File: src/rtl/ctch_map.vh
`ifndef CTCH_MAP_VH
`define CTCH_MAP_VH
// Register indices; byte address is four times the index
`define CTCH_IDX_NOOP 8'h00
`define CTCH_IDX_FATAL 8'h20
`define CTCH_IDX_WARN 8'h21
`define CTCH_IDX_SRQT 8'h28
`define CTCH_IDX_CHAN_LO 8'h30
`define CTCH_IDX_GRID 8'h34
`define CTCH_IDX_FCF_THZ 8'h35
`define CTCH_IDX_FCF_GHZ 8'h36
`define CTCH_IDX_CHAN_HI 8'h65
`define CTCH_IDX_GRID_FINE 8'h66
`define CTCH_IDX_FCF_MHZ 8'h67
// Block-local registers
`define CTCH_IDX_RESP 8'h70
`define CTCH_IDX_IRQ_STAT 8'h71
`define CTCH_IDX_IRQ_MASK 8'h72
`define CTCH_IDX_TUNE_CMD 8'h73
// Fields
`define CTCH_PEND_BIT 8
`define CTCH_ERR_LSB 0
`define CTCH_EXF_CODE 4'h8
`define CTCH_XEL_BIT 0
`define CTCH_SRQT_RESET 16'h0001
`define CTCH_STS_OK 2'h0
`define CTCH_STS_CP 2'h3
// Interrupt status bits
`define CTCH_IRQ_DONE 0
`define CTCH_IRQ_FAIL 1
`define CTCH_IRQ_W 2
`define CTCH_TUNE_DONE_BIT 0
`define CTCH_TUNE_FAIL_BIT 1
`endif

File: src/rtl/ctch_handler.v
`timescale 1ns/10ps
`default_nettype none
`include "ctch_map.vh"
// Register window, one 16-bit register per 32-bit word
//   0x00  No-op report: bit 8 pending, bits 3:0 error field
//   0x20  Fatal status: bit 0 execution error latch
//   0x21  Warning status: bit 0 execution error latch
//   0x28  Service request triggers: bit 0 lets the latch raise the request
//   0x30  Channel low word; a write starts tuning
//   0x34  Coarse grid spacing
//   0x35  First channel frequency, THz part
//   0x36  First channel frequency, GHz part
//   0x65  Channel high word; a write only stores it
//   0x66  Fine grid spacing
//   0x67  First channel frequency, MHz part
//   0x70  Echo of the last write answer
//   0x71  Interrupt status: bit 0 done, bit 1 fail; read clears
//   0x72  Interrupt mask, same layout as the status
//   0x73  Reserved, reads zero
//
// Bus timing
//   A request is taken on the edge that sees cyc and stb high
//   while ack and err are low.
//   Ack or err follows one clock later and lasts one cycle.
//   The status code stays on the bus until the next mapped request is
//   taken; read data and the write echo clear on the edge after ack.
//   Unmapped indices answer with err and change nothing.
//   Writes need byte lanes 0 and 1; other lane sets are acked
//   and dropped, so a partial write never splits a register.
//
// Status codes on resp_status_o
//   0  OK, the command completed at once
//   3  Command pending, a tuning run was launched
//
// Channel pairing
//   The high word waits in its own register.
//   The low word write latches both halves into channel_o in
//   the same edge, so the tuner never sees a half-updated value.
//   Writing the high word while a run is pending does not
//   disturb the run already under way.
//
// Tuning run
//   Only one pending slot exists, bit 8 of the no-op report.
//   The run lasts TUNE_CYCLES clocks unless a failure ends it.
//   A new low word write while pending restarts the count;
//   the host sees no second slot for it.
//   A failure pulse is ignored when no run is pending, so a
//   stray fail level after the run cannot raise the latch.
//   The error field is cleared at each new launch, so a stale
//   failure code never survives into a fresh run.
//
// Error latch and service request
//   A failure sets bit 0 in both status registers at once.
//   Writing one to that bit clears the register written;
//   a failure in the same cycle wins over the clear.
//   The service request follows the fatal copy of the latch
//   and its trigger enable, and rises on the failure edge.
//   Clearing only the warning copy leaves the request standing.
//
// Interrupt
//   Done and fail events set sticky status bits.
//   A status read clears them, but an event in the same cycle
//   survives the clear.
//   irq_o is one cycle behind the status and mask registers.
//
// Reset
//   All outputs clear; the trigger enable for the latch is set.
//   The first request may follow on the first edge after reset.
//
// Limitations
//   The grid and frequency registers are stored only; the
//   tuner outside this block does the frequency arithmetic.
//   Nothing here checks that the laser output is off while the
//   channel map changes; the host must keep to that.
//   The counter is 32 bits wide so that long settling times fit
//   without a change of port widths.
//
// Trade-offs
//   Answers are registered, costing one cycle of latency but
//   keeping every output straight off a flip-flop.
//   The read mux decodes the index every cycle; it costs a few
//   gates but keeps the answer path short.
// Channel tuning command handler behind a classic Wishbone slave
module ctch_handler #(
  parameter TUNE_CYCLES = 64
) (
  input wire clk_i,
  input wire rst_i,
  input wire cyc_i,
  input wire stb_i,
  input wire we_i,
  input wire [9:0] adr_i,
  input wire [3:0] sel_i,
  input wire [31:0] dat_i,
  input wire tune_fail_i,
  output reg [31:0] dat_o,
  output reg ack_o,
  output reg err_o,
  output reg [1:0] resp_status_o,
  output reg tune_busy_o,
  output reg [31:0] channel_o,
  output reg service_request_o,
  output reg irq_o
);

  // Word index from a byte address
  function [7:0] widx(input [9:0] a);
    widx = a[9:2];
  endfunction

  reg [15:0] coarse_grid_spacing_reg;
  reg [15:0] fine_grid_spacing_reg;
  reg [15:0] first_freq_thz_reg;
  reg [15:0] first_freq_ghz_reg;
  reg [15:0] first_freq_mhz_reg;
  reg [15:0] channel_high_word_reg;
  reg [15:0] channel_low_word_reg;
  reg [15:0] fatal_status_reg;
  reg [15:0] warning_status_reg;
  reg [15:0] service_request_triggers_reg;
  reg pending_reg;
  reg [3:0] err_field_reg;
  reg [31:0] tune_cnt_reg;
  reg [`CTCH_IRQ_W-1:0] irq_stat_reg;
  reg [`CTCH_IRQ_W-1:0] irq_mask_reg;
  reg [15:0] last_echo_reg;

  wire req = cyc_i & stb_i & ~ack_o & ~err_o;
  wire [7:0] idx = widx(adr_i);
  wire wr = req & we_i & sel_i[0] & sel_i[1];
  wire rd = req & ~we_i;
  // Tuning starts only on the low channel word write
  wire start = wr && idx == `CTCH_IDX_CHAN_LO;
  wire finish = pending_reg && tune_cnt_reg == 32'h0000_0001;
  wire fail = pending_reg && tune_fail_i;
  wire mapped = idx == `CTCH_IDX_NOOP || idx == `CTCH_IDX_FATAL ||
    idx == `CTCH_IDX_WARN || idx == `CTCH_IDX_SRQT || idx == `CTCH_IDX_CHAN_LO ||
    idx == `CTCH_IDX_GRID || idx == `CTCH_IDX_FCF_THZ ||
    idx == `CTCH_IDX_FCF_GHZ || idx == `CTCH_IDX_CHAN_HI ||
    idx == `CTCH_IDX_GRID_FINE || idx == `CTCH_IDX_FCF_MHZ ||
    idx == `CTCH_IDX_RESP || idx == `CTCH_IDX_IRQ_STAT ||
    idx == `CTCH_IDX_IRQ_MASK || idx == `CTCH_IDX_TUNE_CMD;
  wire [15:0] noop_val = {7'h00, pending_reg, 4'h0, err_field_reg};
  wire [`CTCH_IRQ_W-1:0] irq_ev = {fail, finish};
  wire [15:0] trig = service_request_triggers_reg;
  wire xel_now = fatal_status_reg[`CTCH_XEL_BIT] | fail;

  // Read mux, combinational
  reg [15:0] rdata;
  always @* begin
    case (idx)
      `CTCH_IDX_NOOP: rdata = noop_val;
      `CTCH_IDX_FATAL: rdata = fatal_status_reg;
      `CTCH_IDX_WARN: rdata = warning_status_reg;
      `CTCH_IDX_SRQT: rdata = service_request_triggers_reg;
      `CTCH_IDX_CHAN_LO: rdata = channel_low_word_reg;
      `CTCH_IDX_GRID: rdata = coarse_grid_spacing_reg;
      `CTCH_IDX_FCF_THZ: rdata = first_freq_thz_reg;
      `CTCH_IDX_FCF_GHZ: rdata = first_freq_ghz_reg;
      `CTCH_IDX_CHAN_HI: rdata = channel_high_word_reg;
      `CTCH_IDX_GRID_FINE: rdata = fine_grid_spacing_reg;
      `CTCH_IDX_FCF_MHZ: rdata = first_freq_mhz_reg;
      `CTCH_IDX_RESP: rdata = last_echo_reg;
      `CTCH_IDX_IRQ_STAT: rdata = {14'h0000, irq_stat_reg};
      `CTCH_IDX_IRQ_MASK: rdata = {14'h0000, irq_mask_reg};
      `CTCH_IDX_TUNE_CMD: rdata = 16'h0000;
      default: rdata = 16'h0000;
    endcase
  end

  // Bus answer: one cycle after the request, ack dropped next cycle
  always @(posedge clk_i) begin
    if (rst_i) begin
      ack_o <= 1'b0;
      err_o <= 1'b0;
      dat_o <= 32'h0000_0000;
      resp_status_o <= `CTCH_STS_OK;
      last_echo_reg <= 16'h0000;
    end else begin
      ack_o <= req & mapped;
      err_o <= req & ~mapped;
      if (req & mapped) begin
        if (start) begin
          // Pending answer carries the pending slot bit
          resp_status_o <= `CTCH_STS_CP;
          dat_o <= {16'h0000, 16'h0001 << `CTCH_PEND_BIT};
          last_echo_reg <= 16'h0001 << `CTCH_PEND_BIT;
        end else if (wr) begin
          // Configuration writes complete at once and echo data
          resp_status_o <= `CTCH_STS_OK;
          dat_o <= {16'h0000, dat_i[15:0]};
          last_echo_reg <= dat_i[15:0];
        end else begin
          resp_status_o <= `CTCH_STS_OK;
          dat_o <= {16'h0000, rdata};
        end
      end else if (!req) begin
        dat_o <= 32'h0000_0000;
      end
    end
  end

  // Configuration and channel storage; host keeps laser off meanwhile
  always @(posedge clk_i) begin
    if (rst_i) begin
      coarse_grid_spacing_reg <= 16'h0000;
      fine_grid_spacing_reg <= 16'h0000;
      first_freq_thz_reg <= 16'h0000;
      first_freq_ghz_reg <= 16'h0000;
      first_freq_mhz_reg <= 16'h0000;
      channel_high_word_reg <= 16'h0000;
      channel_low_word_reg <= 16'h0000;
      service_request_triggers_reg <= `CTCH_SRQT_RESET;
      irq_mask_reg <= {`CTCH_IRQ_W{1'b0}};
      channel_o <= 32'h0000_0000;
    end else begin
      if (wr) begin
        case (idx)
          `CTCH_IDX_GRID: coarse_grid_spacing_reg <= dat_i[15:0];
          `CTCH_IDX_GRID_FINE: fine_grid_spacing_reg <= dat_i[15:0];
          `CTCH_IDX_FCF_THZ: first_freq_thz_reg <= dat_i[15:0];
          `CTCH_IDX_FCF_GHZ: first_freq_ghz_reg <= dat_i[15:0];
          `CTCH_IDX_FCF_MHZ: first_freq_mhz_reg <= dat_i[15:0];
          `CTCH_IDX_CHAN_HI: channel_high_word_reg <= dat_i[15:0];
          `CTCH_IDX_CHAN_LO: channel_low_word_reg <= dat_i[15:0];
          `CTCH_IDX_SRQT: service_request_triggers_reg <= dat_i[15:0];
          `CTCH_IDX_IRQ_MASK: irq_mask_reg <= dat_i[`CTCH_IRQ_W-1:0];
          default: channel_o <= channel_o;
        endcase
      end
      // Full 32-bit target latched from both halves at tuning start
      if (start) begin
        channel_o <= {channel_high_word_reg, dat_i[15:0]};
      end
    end
  end

  // Tuning operation: pending bit held until done or failed
  always @(posedge clk_i) begin
    if (rst_i) begin
      pending_reg <= 1'b0;
      tune_cnt_reg <= 32'h0000_0000;
      err_field_reg <= 4'h0;
      tune_busy_o <= 1'b0;
    end else begin
      if (start) begin
        pending_reg <= 1'b1;
        tune_cnt_reg <= TUNE_CYCLES;
        err_field_reg <= 4'h0;
        tune_busy_o <= 1'b1;
      end else if (fail) begin
        // Failure ends the operation with the failure code
        pending_reg <= 1'b0;
        err_field_reg <= `CTCH_EXF_CODE;
        tune_cnt_reg <= 32'h0000_0000;
        tune_busy_o <= 1'b0;
      end else if (finish) begin
        pending_reg <= 1'b0;
        tune_cnt_reg <= 32'h0000_0000;
        tune_busy_o <= 1'b0;
      end else if (pending_reg) begin
        tune_cnt_reg <= tune_cnt_reg - 32'h0000_0001;
      end
    end
  end

  // Error latch in both status registers; a write of one clears it,
  // but a failure in the same cycle wins
  always @(posedge clk_i) begin
    if (rst_i) begin
      fatal_status_reg <= 16'h0000;
      warning_status_reg <= 16'h0000;
    end else begin
      if (fail) begin
        fatal_status_reg[`CTCH_XEL_BIT] <= 1'b1;
        warning_status_reg[`CTCH_XEL_BIT] <= 1'b1;
      end else if (wr && idx == `CTCH_IDX_FATAL && dat_i[`CTCH_XEL_BIT]) begin
        fatal_status_reg[`CTCH_XEL_BIT] <= 1'b0;
      end else if (wr && idx == `CTCH_IDX_WARN && dat_i[`CTCH_XEL_BIT]) begin
        warning_status_reg[`CTCH_XEL_BIT] <= 1'b0;
      end
    end
  end

  // Service request and interrupt; read of status clears, events win
  always @(posedge clk_i) begin
    if (rst_i) begin
      service_request_o <= 1'b0;
      irq_stat_reg <= {`CTCH_IRQ_W{1'b0}};
      irq_o <= 1'b0;
    end else begin
      service_request_o <= xel_now & trig[`CTCH_XEL_BIT];
      if (rd && idx == `CTCH_IDX_IRQ_STAT) begin
        irq_stat_reg <= irq_ev;
      end else begin
        irq_stat_reg <= irq_stat_reg | irq_ev;
      end
      irq_o <= |(irq_stat_reg & irq_mask_reg);
    end
  end

endmodule
`default_nettype wire

File: config.mk
export PLATFORM = sky130hd
export DESIGN_NAME = ctch_handler
export DESIGN_NICKNAME = d
export VERILOG_FILES = /design/src/rtl/ctch_handler.v
export VERILOG_INCLUDE_DIRS = /design/src /design/src/rtl
export SDC_FILE = /design/constraint.sdc
export NUM_CORES = 1
export LEC_CHECK = 0
export ABC_AREA = 1
export BUFFER_PORTS_ARGS = -buffer_cell sky130_fd_sc_hd__buf_4
export CAP_MARGIN = 10
export CORE_ASPECT_RATIO = 0.9
export CORE_MARGIN = 3
export CORE_UTILIZATION = 45
export CTS_CLUSTER_DIAMETER = 30
export DETAILED_ROUTE_END_ITERATION = 8
export GPL_ROUTABILITY_DRIVEN = 0
export SLEW_MARGIN = 10
export SYNTH_ARGS = -nofsm -noshare
export SYNTH_HDL_FRONTEND = slang
export SYNTH_SLANG_ARGS = --single-unit
File: constraint.sdc
create_clock -name clk_i -period 2.45 [get_ports clk_i]
set_clock_uncertainty 0.2 [all_clocks]
set_input_delay 0.49 -clock clk_i [delete_from_list [all_inputs] [get_ports clk_i]]
set_output_delay 0.49 -clock clk_i [all_outputs]
set_load 0.005 [all_outputs]
==> Word level (Yosys, flattened, before mapping) <==
Cells that the tools add are included.
Widths: inputs -> output; s select.
{ "totals": {"input_bits": 52, "output_inout_bits": 71, "elab_cells": 122, "regBits": 254} }
{ "op_classes": {"eq_ne": 17, "reduce_logical": 42, "add_sub_neg": 1, "bitwise_logic": 17, "n_mux": 21} }
{ "op_table": {"columns": ["operator", "count"], "rows": [
  ["$pmux 16 s14", 1],
  ["$mux 16", 4],
  ["$mux 32", 2],
  ["$eq 8x6->1 const B", 7],
  ["$eq 8x7->1 const B", 7],
  ["$eq 32x1->1 const B", 1],
  ["$sub 32x1->32 const B", 1],
  ["$mux 7", 4],
  ["$reduce_and 2->1", 11],
  ["$logic_or 1x1->1", 14],
  ["$and 1x1->1", 10],
  ["$logic_and 1x1->1", 8],
  ["$logic_not 8->1", 1],
  ["$mux 1", 8],
  ["$reduce_bool 2->1", 3],
  ["$mux 2", 2],
  ["$not 1->1", 4],
  ["$reduce_bool 4->1", 1],
  ["$reduce_or 2->1", 2],
  ["$reduce_or 4->1", 1],
  ["$reduce_bool 3->1", 1],
  ["$and 2x2->2", 1],
  ["$ne 2x1->1 const B", 1],
  ["$ne 2x2->1 const B", 1],
  ["2 further kinds", 2]
]} }

==> Depth between registers and ports, before layout <==
Gate-level depths: netlist of run 1.
{ "logic_depth": {"depth_word": 17, "depth_mapped": 13, "ltp_nobuf": 12} }

==> Least setup slack after synthesis of run 1 <==
Ideal clock, no wire load.
{ "synth_path": {"kind": "input -> register", "from": "input port adr_i[9]", "to": "register tune_cnt_reg[13]", "path_stages": 9, "setup_time_ps": 117, "arrival_time_ps": 1748, "setup_slack_ps": 385, "path_buffers": 1, "required_ps": 2133, "path_cell_list": "nor2_1 nand2_2 nor2_4 nand2_2 nand2_1 inv_2 nand2_2 buf_2 nor2_1"} }
{ "synth_via": {"elab_chain_cells": 3} }
{ "synth_rtl": {"columns": ["item", "line", "text"], "rows": [
  ["start, declared", "ctch_handler.v:92", "input wire [9:0] adr_i,"],
  ["$eq 8x6->1", null, null],
  ["$logic_and 1x1->1 (no line)", null, null],
  ["$reduce_or 4->1 (no line)", null, null],
  ["end signal, assigned", "ctch_handler.v:262", "tune_cnt_reg <= tune_cnt_reg - 32'h0000_0001;"],
  ["end, declared", "ctch_handler.v:123", "reg [31:0] tune_cnt_reg;"]
]} }
No other way between the ends.
A chain may end at the register's enable or synchronous reset.

==> Worst setup path in the final report of run 1 <==
{ "layout_path": {"from": "register tune_cnt_reg[1]", "to": "register tune_cnt_reg[28]"} }
{ "layout_via": {"elab_chain_cells": 3, "elab_cells_between_ends": 4, "classes_between": "add/sub (1); eq/ne (1); reduce/logical (2)"} }
{ "layout_rtl": {"columns": ["item"], "rows": [
  ["parallel branches: the longest is 3 deep, another holds $sub 32x1->32"]
]} }
Parallel ways; which one is timed is not known.

==> results of run 1 <==
## through the flow
step / hold slack, ns / power (mW)
3_5_place_dp: 0.239 / 3.97
6_report: 0.0566 / 9.74
3_3_place_gp: 0.239 / 3.97
2_1_floorplan: 0.224 / 3.84
5_1_grt: 0.0631 / 10.1
4_1_cts: 0.0426 / 9.83
## logic make-up (layout without fill, tap and decap cells)
| kind of cell | after synthesis | count (layout) | share of synthesized area (%) |
|---|---|---|---|
| flops | 221 | 221 | 44.7 |
| other cells | 1 | 16 | 0.0379 |
| compound gates | 224 | 224 | 13.3 |
| simple gates | 756 | 756 | 32.1 |
| xor+xnor | 17 | 17 | 1.50 |
| buf+inv | 183 | 326 | 8.14 |
| fa+ha+maj | 2 | 2 | 0.253 |
## area by class of cell
class | instances | area share [%]
Multi-Input combinational cell | 1015 | 37.6
Sequential cell | 221 | 35.2
Timing Repair Buffer | 144 | 9.59
Clock buffer | 54 | 9.43
Inverter | 106 | 3.16
Tap cell | 286 | 2.85
Clock inverter | 22 | 2.16
## power breakdown
group | switching (mW) | total, mW | internal, mW
logic | 0.205 | 0.296 | 0.0906
registers | 0.000891 | 3.61 | 3.60
clock network | 1.90 | 5.84 | 3.94
total | 2.11 | 9.74 | 7.63
## final timing paths
kind / startpoint / endpoint / slack (ns)
min: dat_i[12] / service_request_triggers_reg[12]$_SDFFE_PP0P_ / 0.06
max: tune_cnt_reg[1]$_SDFFE_PP0P_ / tune_cnt_reg[28]$_SDFFE_PP0P_ / 0.29
max reg2reg: tune_cnt_reg[1]$_SDFFE_PP0P_ / tune_cnt_reg[28]$_SDFFE_PP0P_ / 0.29
min reg2reg: coarse_grid_spacing_reg[8]$_SDFFE_PP0P_ / coarse_grid_spacing_reg[8]$_SDFFE_PP0P_ / 0.25
## layer usage
layer,global-route usage [%],vias to the layer above,wire length (um)
li1,-,4753,-
met1,37.6,4110,14600
met5,0,-,0
met4,6.10,0,446
met2,34.5,293,11900
met3,5.02,39,2370
## worst max-delay path, stage by stage (launching register included)
cell and delay, ns:
sky130_fd_sc_hd__dfxtp_1 0.34, sky130_fd_sc_hd__inv_1 0.10, sky130_fd_sc_hd__ha_1 0.21, sky130_fd_sc_hd__nand3_1 0.17, sky130_fd_sc_hd__nor3_1 0.27, sky130_fd_sc_hd__inv_1 0.13, sky130_fd_sc_hd__nor2_1 0.18, sky130_fd_sc_hd__nand2_1 0.13
sky130_fd_sc_hd__nor2_1 0.15, sky130_fd_sc_hd__nand2_1 0.07, sky130_fd_sc_hd__nand2_1 0.07, sky130_fd_sc_hd__nor2_1 0.04
## placed cells by master, fill, tap and decap left out, types with 3 or more instances in the layout
master / Yosys / final
sky130_fd_sc_hd__xor2_1: 14 / 14
sky130_fd_sc_hd__nor3_1: 13 / 13
sky130_fd_sc_hd__nand3_1: 45 / 45
sky130_fd_sc_hd__xnor2_1: 3 / 3
sky130_fd_sc_hd__conb_1: 1 / 16
sky130_fd_sc_hd__nand3b_1: 13 / 13
sky130_fd_sc_hd__bufinv_16: 0 / 5
sky130_fd_sc_hd__clkbuf_16: 0 / 42
sky130_fd_sc_hd__nand4_1: 19 / 19
sky130_fd_sc_hd__nand2_4: 3 / 3
sky130_fd_sc_hd__inv_2: 12 / 13
sky130_fd_sc_hd__nand2_2: 5 / 5
sky130_fd_sc_hd__o21ai_2: 9 / 9
sky130_fd_sc_hd__nor2_2: 6 / 6
sky130_fd_sc_hd__clkinv_2: 0 / 8
sky130_fd_sc_hd__inv_6: 0 / 3
sky130_fd_sc_hd__dfxtp_1: 221 / 221
sky130_fd_sc_hd__inv_1: 93 / 92
sky130_fd_sc_hd__nand2_1: 337 / 337
sky130_fd_sc_hd__clkinvlp_4: 0 / 4
sky130_fd_sc_hd__a21oi_1: 48 / 48
sky130_fd_sc_hd__o21ai_0: 102 / 102
sky130_fd_sc_hd__clkbuf_8: 0 / 9
sky130_fd_sc_hd__buf_12: 0 / 10
sky130_fd_sc_hd__or2_2: 5 / 5
sky130_fd_sc_hd__clkbuf_1: 26 / 3
sky130_fd_sc_hd__nor2_1: 294 / 294
sky130_fd_sc_hd__buf_4: 19 / 134
sky130_fd_sc_hd__a211oi_1: 59 / 59
sky130_fd_sc_hd__nor2_4: 11 / 11
==> impl_table.tex, run 1 <==
\begin{tabular}{lr}
\hline
Metric & Value \\
\hline
\multicolumn{2}{l}{\textbf{Final layout}} \\
Combined area of the multi-input logic cells & 4730 sq um \\
Area of all sequential standard cells & between 4000 and 5000 sq um \\
\# nets final & 1584 \\
Number of inserted filler cells in the final layout & 2025 \\
Relative area change from synthesis to final layout & 27.0\% \\
Share of cells above drive strength 1 & 17.3\% \\
Final Cell Area & 12600 sq um \\
Post-route core utilization & approximately three fifths \\
Antenna Cells & 0 \\
Non-filler instance count after layout & 1848 \\
\multicolumn{2}{l}{\textbf{CTS}} \\
CTS Root Cell & sky130\_fd\_sc\_hd\_\_clkbuf\_16 \\
Clk sink count & 221 \\
Number of gates resized after CTS & 0 \\
Clock Tree Buf Depth & 3 \\
Total of hold buffers inserted after clock tree synthesis & 0 \\
H-tree depth reported by CTS & 2 \\
CTS clk-pin slew, worst paths & 0.05 ns \\
Clock latency on the worst-skew pair & roughly 0.52 ns \\
Post-CTS repair timing setup buffer count & 0 \\
TritonCTS clock tree & yes \\
CTS Buf Count & 42 \\
\multicolumn{2}{l}{\textbf{Synthesis}} \\
Commonest register cell after synthesis & sky130\_fd\_sc\_hd\_\_dfxtp\_1 \\
Count of synthesis-stage warnings from yosys & 0 \\
Mapped cell area & roughly 9900 sq um \\
Sequential area share after synthesis & roughly 45\% \\
Most used standard cells in the synthesized netlist & sky130\_fd\_sc\_hd\_\_nand2\_1, sky130\_fd\_sc\_hd\_\_nor2\_1, sky130\_fd\_sc\_hd\_\_dfxtp\_1 \\
Avg Cell Area, Syn & 7.05 sq um \\
Gate Count Post-Synth & 1404 \\
Share of flip-flops with an asynchronous set or reset after synthesis & 0\% \\
Distinct cell type count after synthesis & 38 \\
Proportion of netlist area held by the largest area contributor & 44.7\% \\
Flops \& latches, synth & about 220 \\
Most frequent cell after synthesis & sky130\_fd\_sc\_hd\_\_nand2\_1 \\
Post-synth top area cell & sky130\_fd\_sc\_hd\_\_dfxtp\_1 \\
Number of enable-type register cells in the synthesized netlist & 0 \\
Cells taking the most area after synthesis & sky130\_fd\_sc\_hd\_\_dfxtp\_1, sky130\_fd\_sc\_hd\_\_nand2\_1, sky130\_fd\_sc\_hd\_\_nor2\_1, sky130\_fd\_sc\_hd\_\_o21ai\_0, sky130\_fd\_sc\_hd\_\_a211oi\_1 \\
\multicolumn{2}{l}{\textbf{Worst hold path}} \\
Cells on Worst Hold Path & 3 \\
HP Class & input port to flop \\
\multicolumn{2}{l}{\textbf{Route}} \\
Detail-routed via count per cell & 4.98 \\
Number of iterations in the first detailed-routing pass & 5 \\
Vias after detailed routing & 9195 \\
Routed length per placed instance & 15.8 um \\
Count of routing violations after the opening detailed-route iteration & 678 \\
Remaining number of nets flagged by the antenna check after routing & 0 \\
Sum of routed wire length over all layers & 29.3 mm \\
DRC violations left & 0 \\
\multicolumn{2}{l}{\textbf{Critical path}} \\
Endpoint type of the worst setup path & flop \\
Startpoint type of the worst setup path & flop \\
Classification of the worst setup path & flop to flop \\
Critical path fanouts, max & 4 \\
Arrival time of the worst setup path & 2.37 ns \\
Required time at the endpoint of the critical path & about 2.7 ns \\
Cell depth of the worst flop-to-flop path & 11 \\
\multicolumn{2}{l}{\textbf{Timing}} \\
Final setup violating endpoints & 0 \\
Worst-case setup margin in the final layout & 0.291 ns \\
RSZ-0062 raised after global routing & no \\
Total Neg Setup Slack & 0 ns \\
Final clock period utilization by the worst path & 88.1\% \\
Fmax & 463 MHz \\
Min Tclk post-route & 2.16 ns \\
Pins over their slew limit & 0 \\
Final hold vios & 0 \\
\multicolumn{2}{l}{\textbf{GRT}} \\
Number of global-route vias before repair & 8488 \\
Overflow after GRT & 0 \\
Maximum number of pins on one net before global-route repair & 78 \\
Number of antenna violations at the first check in global routing & 0 \\
First-pass GRT wire length & 46.5 mm \\
Overall routing resource usage & 24.4\% \\
\multicolumn{2}{l}{\textbf{Die}} \\
Full die area & roughly 24000 sq um \\
Initial core utilization & between 40\% and 50\% \\
Die outline height & 147 um \\
Number of rows in the core area & 50 \\
Ports & 123 \\
Core outline area & about 21000 sq um \\
X dimension of the die & around 160 um \\
\multicolumn{2}{l}{\textbf{Pwr}} \\
P\_leak & 5.41 nW \\
Pwr/cell area & 775 nW/um\^{}2 \\
Highest ir drop seen on vdd & between 0.7 and 0.8 mV \\
\multicolumn{2}{l}{\textbf{Placement}} \\
Count of input and output buffers & 86 \\
Instance count after placement with tap cells included & 1772 \\
Post-detail-place hpwl & 21.1 mm \\
Pre-CTS worst setup slack & -0.0302 ns \\
Post-DP Area & about 11000 sq um \\
\multicolumn{2}{l}{\textbf{Run}} \\
Max-capacitance violation count & 0 \\
\multicolumn{2}{l}{\textbf{Run status}} \\
Outcome & complete, no violations \\
\hline
\end{tabular}
(Power assumes the default switching activity.)
==> run 2, diff against run 1 <==
Clock period 2.45 ns to 2.2 ns, I/O delays scaled along.
==> run 2 against run 1 <==
First-iteration DRC count up 41%. Count of clock-buffer cells in the layout up 2. Sequential share of layout area down 1.7 points. Sequential cell count unchanged. Die area unchanged. Register-to-register slack worse by 0.17 ns. Power up 25%. Final cell count up 1.8%. Non-clock buffer count up 22. Largest power group unchanged.
==> impl_table.tex, run 2 (synthesis results as in run 1) <==
\begin{tabular}{lr}
\hline
Metric & Value \\
\hline
\multicolumn{2}{l}{\textbf{Placement}} \\
Instance count after placement with tap cells included & 1792 (+1.1\%) \\
Post-detail-place hpwl & 21.4 mm (+1.4\%) \\
Count of input and output buffers & 86 (unchanged) \\
Pre-CTS worst setup slack & -0.165 ns (-0.135 ns) \\
Post-DP Area & 11400 sq um (+2.4\%) \\
\multicolumn{2}{l}{\textbf{Timing}} \\
Final clock period utilization by the worst path & 94.6\% (+6.4 points) \\
Rel. slew slack & between 60 and 70\% \\
Actual transition at the worst max-transition pin & 0.507 ns \\
Pins over their slew limit & 0 (unchanged) \\
Final setup violating endpoints & 0 (unchanged) \\
Fmax & 481 MHz (+3.8\%) \\
RSZ-0062 raised after global routing & no \\
Final hold vios & 0 (unchanged) \\
Min Tclk post-route & 2.08 ns (-0.0792 ns) \\
Worst-case setup margin in the final layout & 0.120 ns (-0.171 ns) \\
\multicolumn{2}{l}{\textbf{Route}} \\
Count of routing violations after the opening detailed-route iteration & 955 (+41\%) \\
Sum of routed wire length over all layers & 29.9 mm (+2.2\%) \\
Routed length per placed instance & 15.9 um (+0.38\%) \\
DRC violations left & 0 (unchanged) \\
Number of iterations in the first detailed-routing pass & 6 (+1) \\
Remaining number of nets flagged by the antenna check after routing & 0 (unchanged) \\
Vias after detailed routing & 9574 (+4.1\%) \\
Detail-routed via count per cell & 5.09 (+2.3\%) \\
\multicolumn{2}{l}{\textbf{GRT}} \\
Overall routing resource usage & 24.9\% (+0.51 points) \\
Number of antenna violations at the first check in global routing & 0 (unchanged) \\
Number of global-route vias before repair & 8784 (+3.5\%) \\
Overflow after GRT & 0 (unchanged) \\
Maximum number of pins on one net before global-route repair & 78 (unchanged) \\
First-pass GRT wire length & 47.7 mm (+2.5\%) \\
\multicolumn{2}{l}{\textbf{Critical path}} \\
Endpoint type of the worst setup path & flop \\
Critical path fanouts, max & 27 (+23) \\
Required time at the endpoint of the critical path & 2.40 ns (-0.26 ns) \\
Arrival time of the worst setup path & 2.28 ns (-0.09 ns) \\
Classification of the worst setup path & flop to flop \\
Register-to-Register Setup Slack & 0.12 ns (-0.17 ns) \\
Startpoint type of the worst setup path & flop \\
\multicolumn{2}{l}{\textbf{CTS}} \\
Clock latency on the worst-skew pair & 0.53 ns (about the same) \\
Clock Tree Buf Depth & 3 (unchanged) \\
Clk sink count & 221 (unchanged) \\
TritonCTS clock tree & yes \\
CTS Buf Count & 47 (+12\%) \\
CTS Root Cell & sky130\_fd\_sc\_hd\_\_clkbuf\_16 \\
Post-CTS repair timing setup buffer count & 0 (unchanged) \\
CTS clk-pin slew, worst paths & 0.05 ns (about the same) \\
H-tree depth reported by CTS & 2 (unchanged) \\
\multicolumn{2}{l}{\textbf{Die}} \\
Core outline area & 21200 sq um (unchanged) \\
Die outline height & 147 um (unchanged) \\
Full die area & 23800 sq um (unchanged) \\
Number of rows in the core area & 50 (unchanged) \\
Ports & 123 (unchanged) \\
Initial core utilization & 46.7\% (unchanged) \\
X dimension of the die & 162 um (unchanged) \\
\multicolumn{2}{l}{\textbf{Pwr}} \\
Pwr/cell area & 923 nW/um\^{}2 (+19\%) \\
Overall power & 12.2 mW (+25\%) \\
Highest ir drop seen on vdd & 0.536 mV (-25\%) \\
P\_leak & 5.71 nW (+5.4\%) \\
\multicolumn{2}{l}{\textbf{Worst hold path}} \\
HP Class & input port to flop \\
\multicolumn{2}{l}{\textbf{Final layout}} \\
Final Cell Area & 13200 sq um (+5.0\%) \\
Non-filler instance count after layout & 1881 (+1.8\%) \\
\# nets final & 1611 (+1.7\%) \\
Area of all sequential standard cells & 4420 sq um (unchanged) \\
Combined area of the multi-input logic cells & 4750 sq um (+0.50\%) \\
Post-route core utilization & 62.2\% (+2.9 points) \\
Relative area change from synthesis to final layout & 33.3\% \\
Antenna Cells & 0 (unchanged) \\
Commonest cells after routing, fill and taps aside & sky130\_fd\_sc\_hd\_\_nand2\_1, sky130\_fd\_sc\_hd\_\_nor2\_1, sky130\_fd\_sc\_hd\_\_dfxtp\_1, sky130\_fd\_sc\_hd\_\_buf\_4, sky130\_fd\_sc\_hd\_\_o21ai\_0 \\
Share of cells above drive strength 1 & 19.5\% (+2.2 points) \\
Most common cell after layout, fill and taps aside & sky130\_fd\_sc\_hd\_\_nand2\_1 \\
Number of inserted filler cells in the final layout & 1953 (-3.6\%) \\
\multicolumn{2}{l}{\textbf{Run}} \\
Max-capacitance violation count & 0 (unchanged) \\
\multicolumn{2}{l}{\textbf{Run status}} \\
Outcome & complete, no violations \\
\hline
\end{tabular}
run 2: power by group:
group          leakage [nW]  total [mW]  internal, mW  switching (mW)
Sequential             1.78        4.02          4.02         0.00102
Clock                 0.865        7.80          5.53            2.28
Combinational          3.06       0.360         0.121           0.239
run 2: worst paths after layout:
check	start	endpoint	cells after the start
hold / removal	dat_i[10]	service_request_triggers_reg[10]$_SDFFE_PP0P_	3
setup reg to reg	ack_o$_SDFF_PP0_	dat_o[14]$_SDFFE_PP0P_	11
setup / recovery	ack_o$_SDFF_PP0_	dat_o[14]$_SDFFE_PP0P_	11
hold reg to reg	coarse_grid_spacing_reg[8]$_SDFFE_PP0P_	coarse_grid_spacing_reg[8]$_SDFFE_PP0P_	2
run 2: layout make-up:
class                      instances  share of cell area [%]
clock buffer                      56                    9.95
clock inverter                    31                    3.50
inverter                         106                    3.02
multi-input combinational       1015                    36.0
sequential                       221                    33.5
tap                              286                    2.71
timing repair buffer             166                    11.3
run 2: timing repair:
item                       CTS  global route
hold endpoints to repair     2             0
hold buffers                 2             0
setup endpoints to repair    0            37
gates resized for setup      0             8
run 2: per-layer routing:
metal	track usage (%)	wire [um]	up-vias	share of wire, %
met5	0	0	-	0
met4	6.61	541	0	1.8
met3	4.93	2440	46	8.1
met2	35.7	12300	322	41
met1	37.9	14700	4389	49
li1	-	-	4817	-
run 2: per-stage QoR:
stage / setup TNS [ns] / hold slack, ns
floorplan: 0 / 0.224
global placement: -4.27 / 0.237
detailed placement: -7.86 / 0.241
CTS: 0 / 0.00472
global route: 0 / 0.0131
finish: 0 / 0.0217
run 2: critical path: stages, from the launching register on:
cell and delay [ns]:
sky130_fd_sc_hd__dfxtp_1 0.34, sky130_fd_sc_hd__nor2_1 0.05, sky130_fd_sc_hd__and3_2 0.22, sky130_fd_sc_hd__inv_2 0.12
sky130_fd_sc_hd__nor2_4 0.06, sky130_fd_sc_hd__buf_12 0.14, sky130_fd_sc_hd__inv_2 0.36, sky130_fd_sc_hd__nor2_1 0.13
sky130_fd_sc_hd__inv_1 0.09, sky130_fd_sc_hd__nand2_1 0.09, sky130_fd_sc_hd__nand2_1 0.10, sky130_fd_sc_hd__o21ai_2 0.05
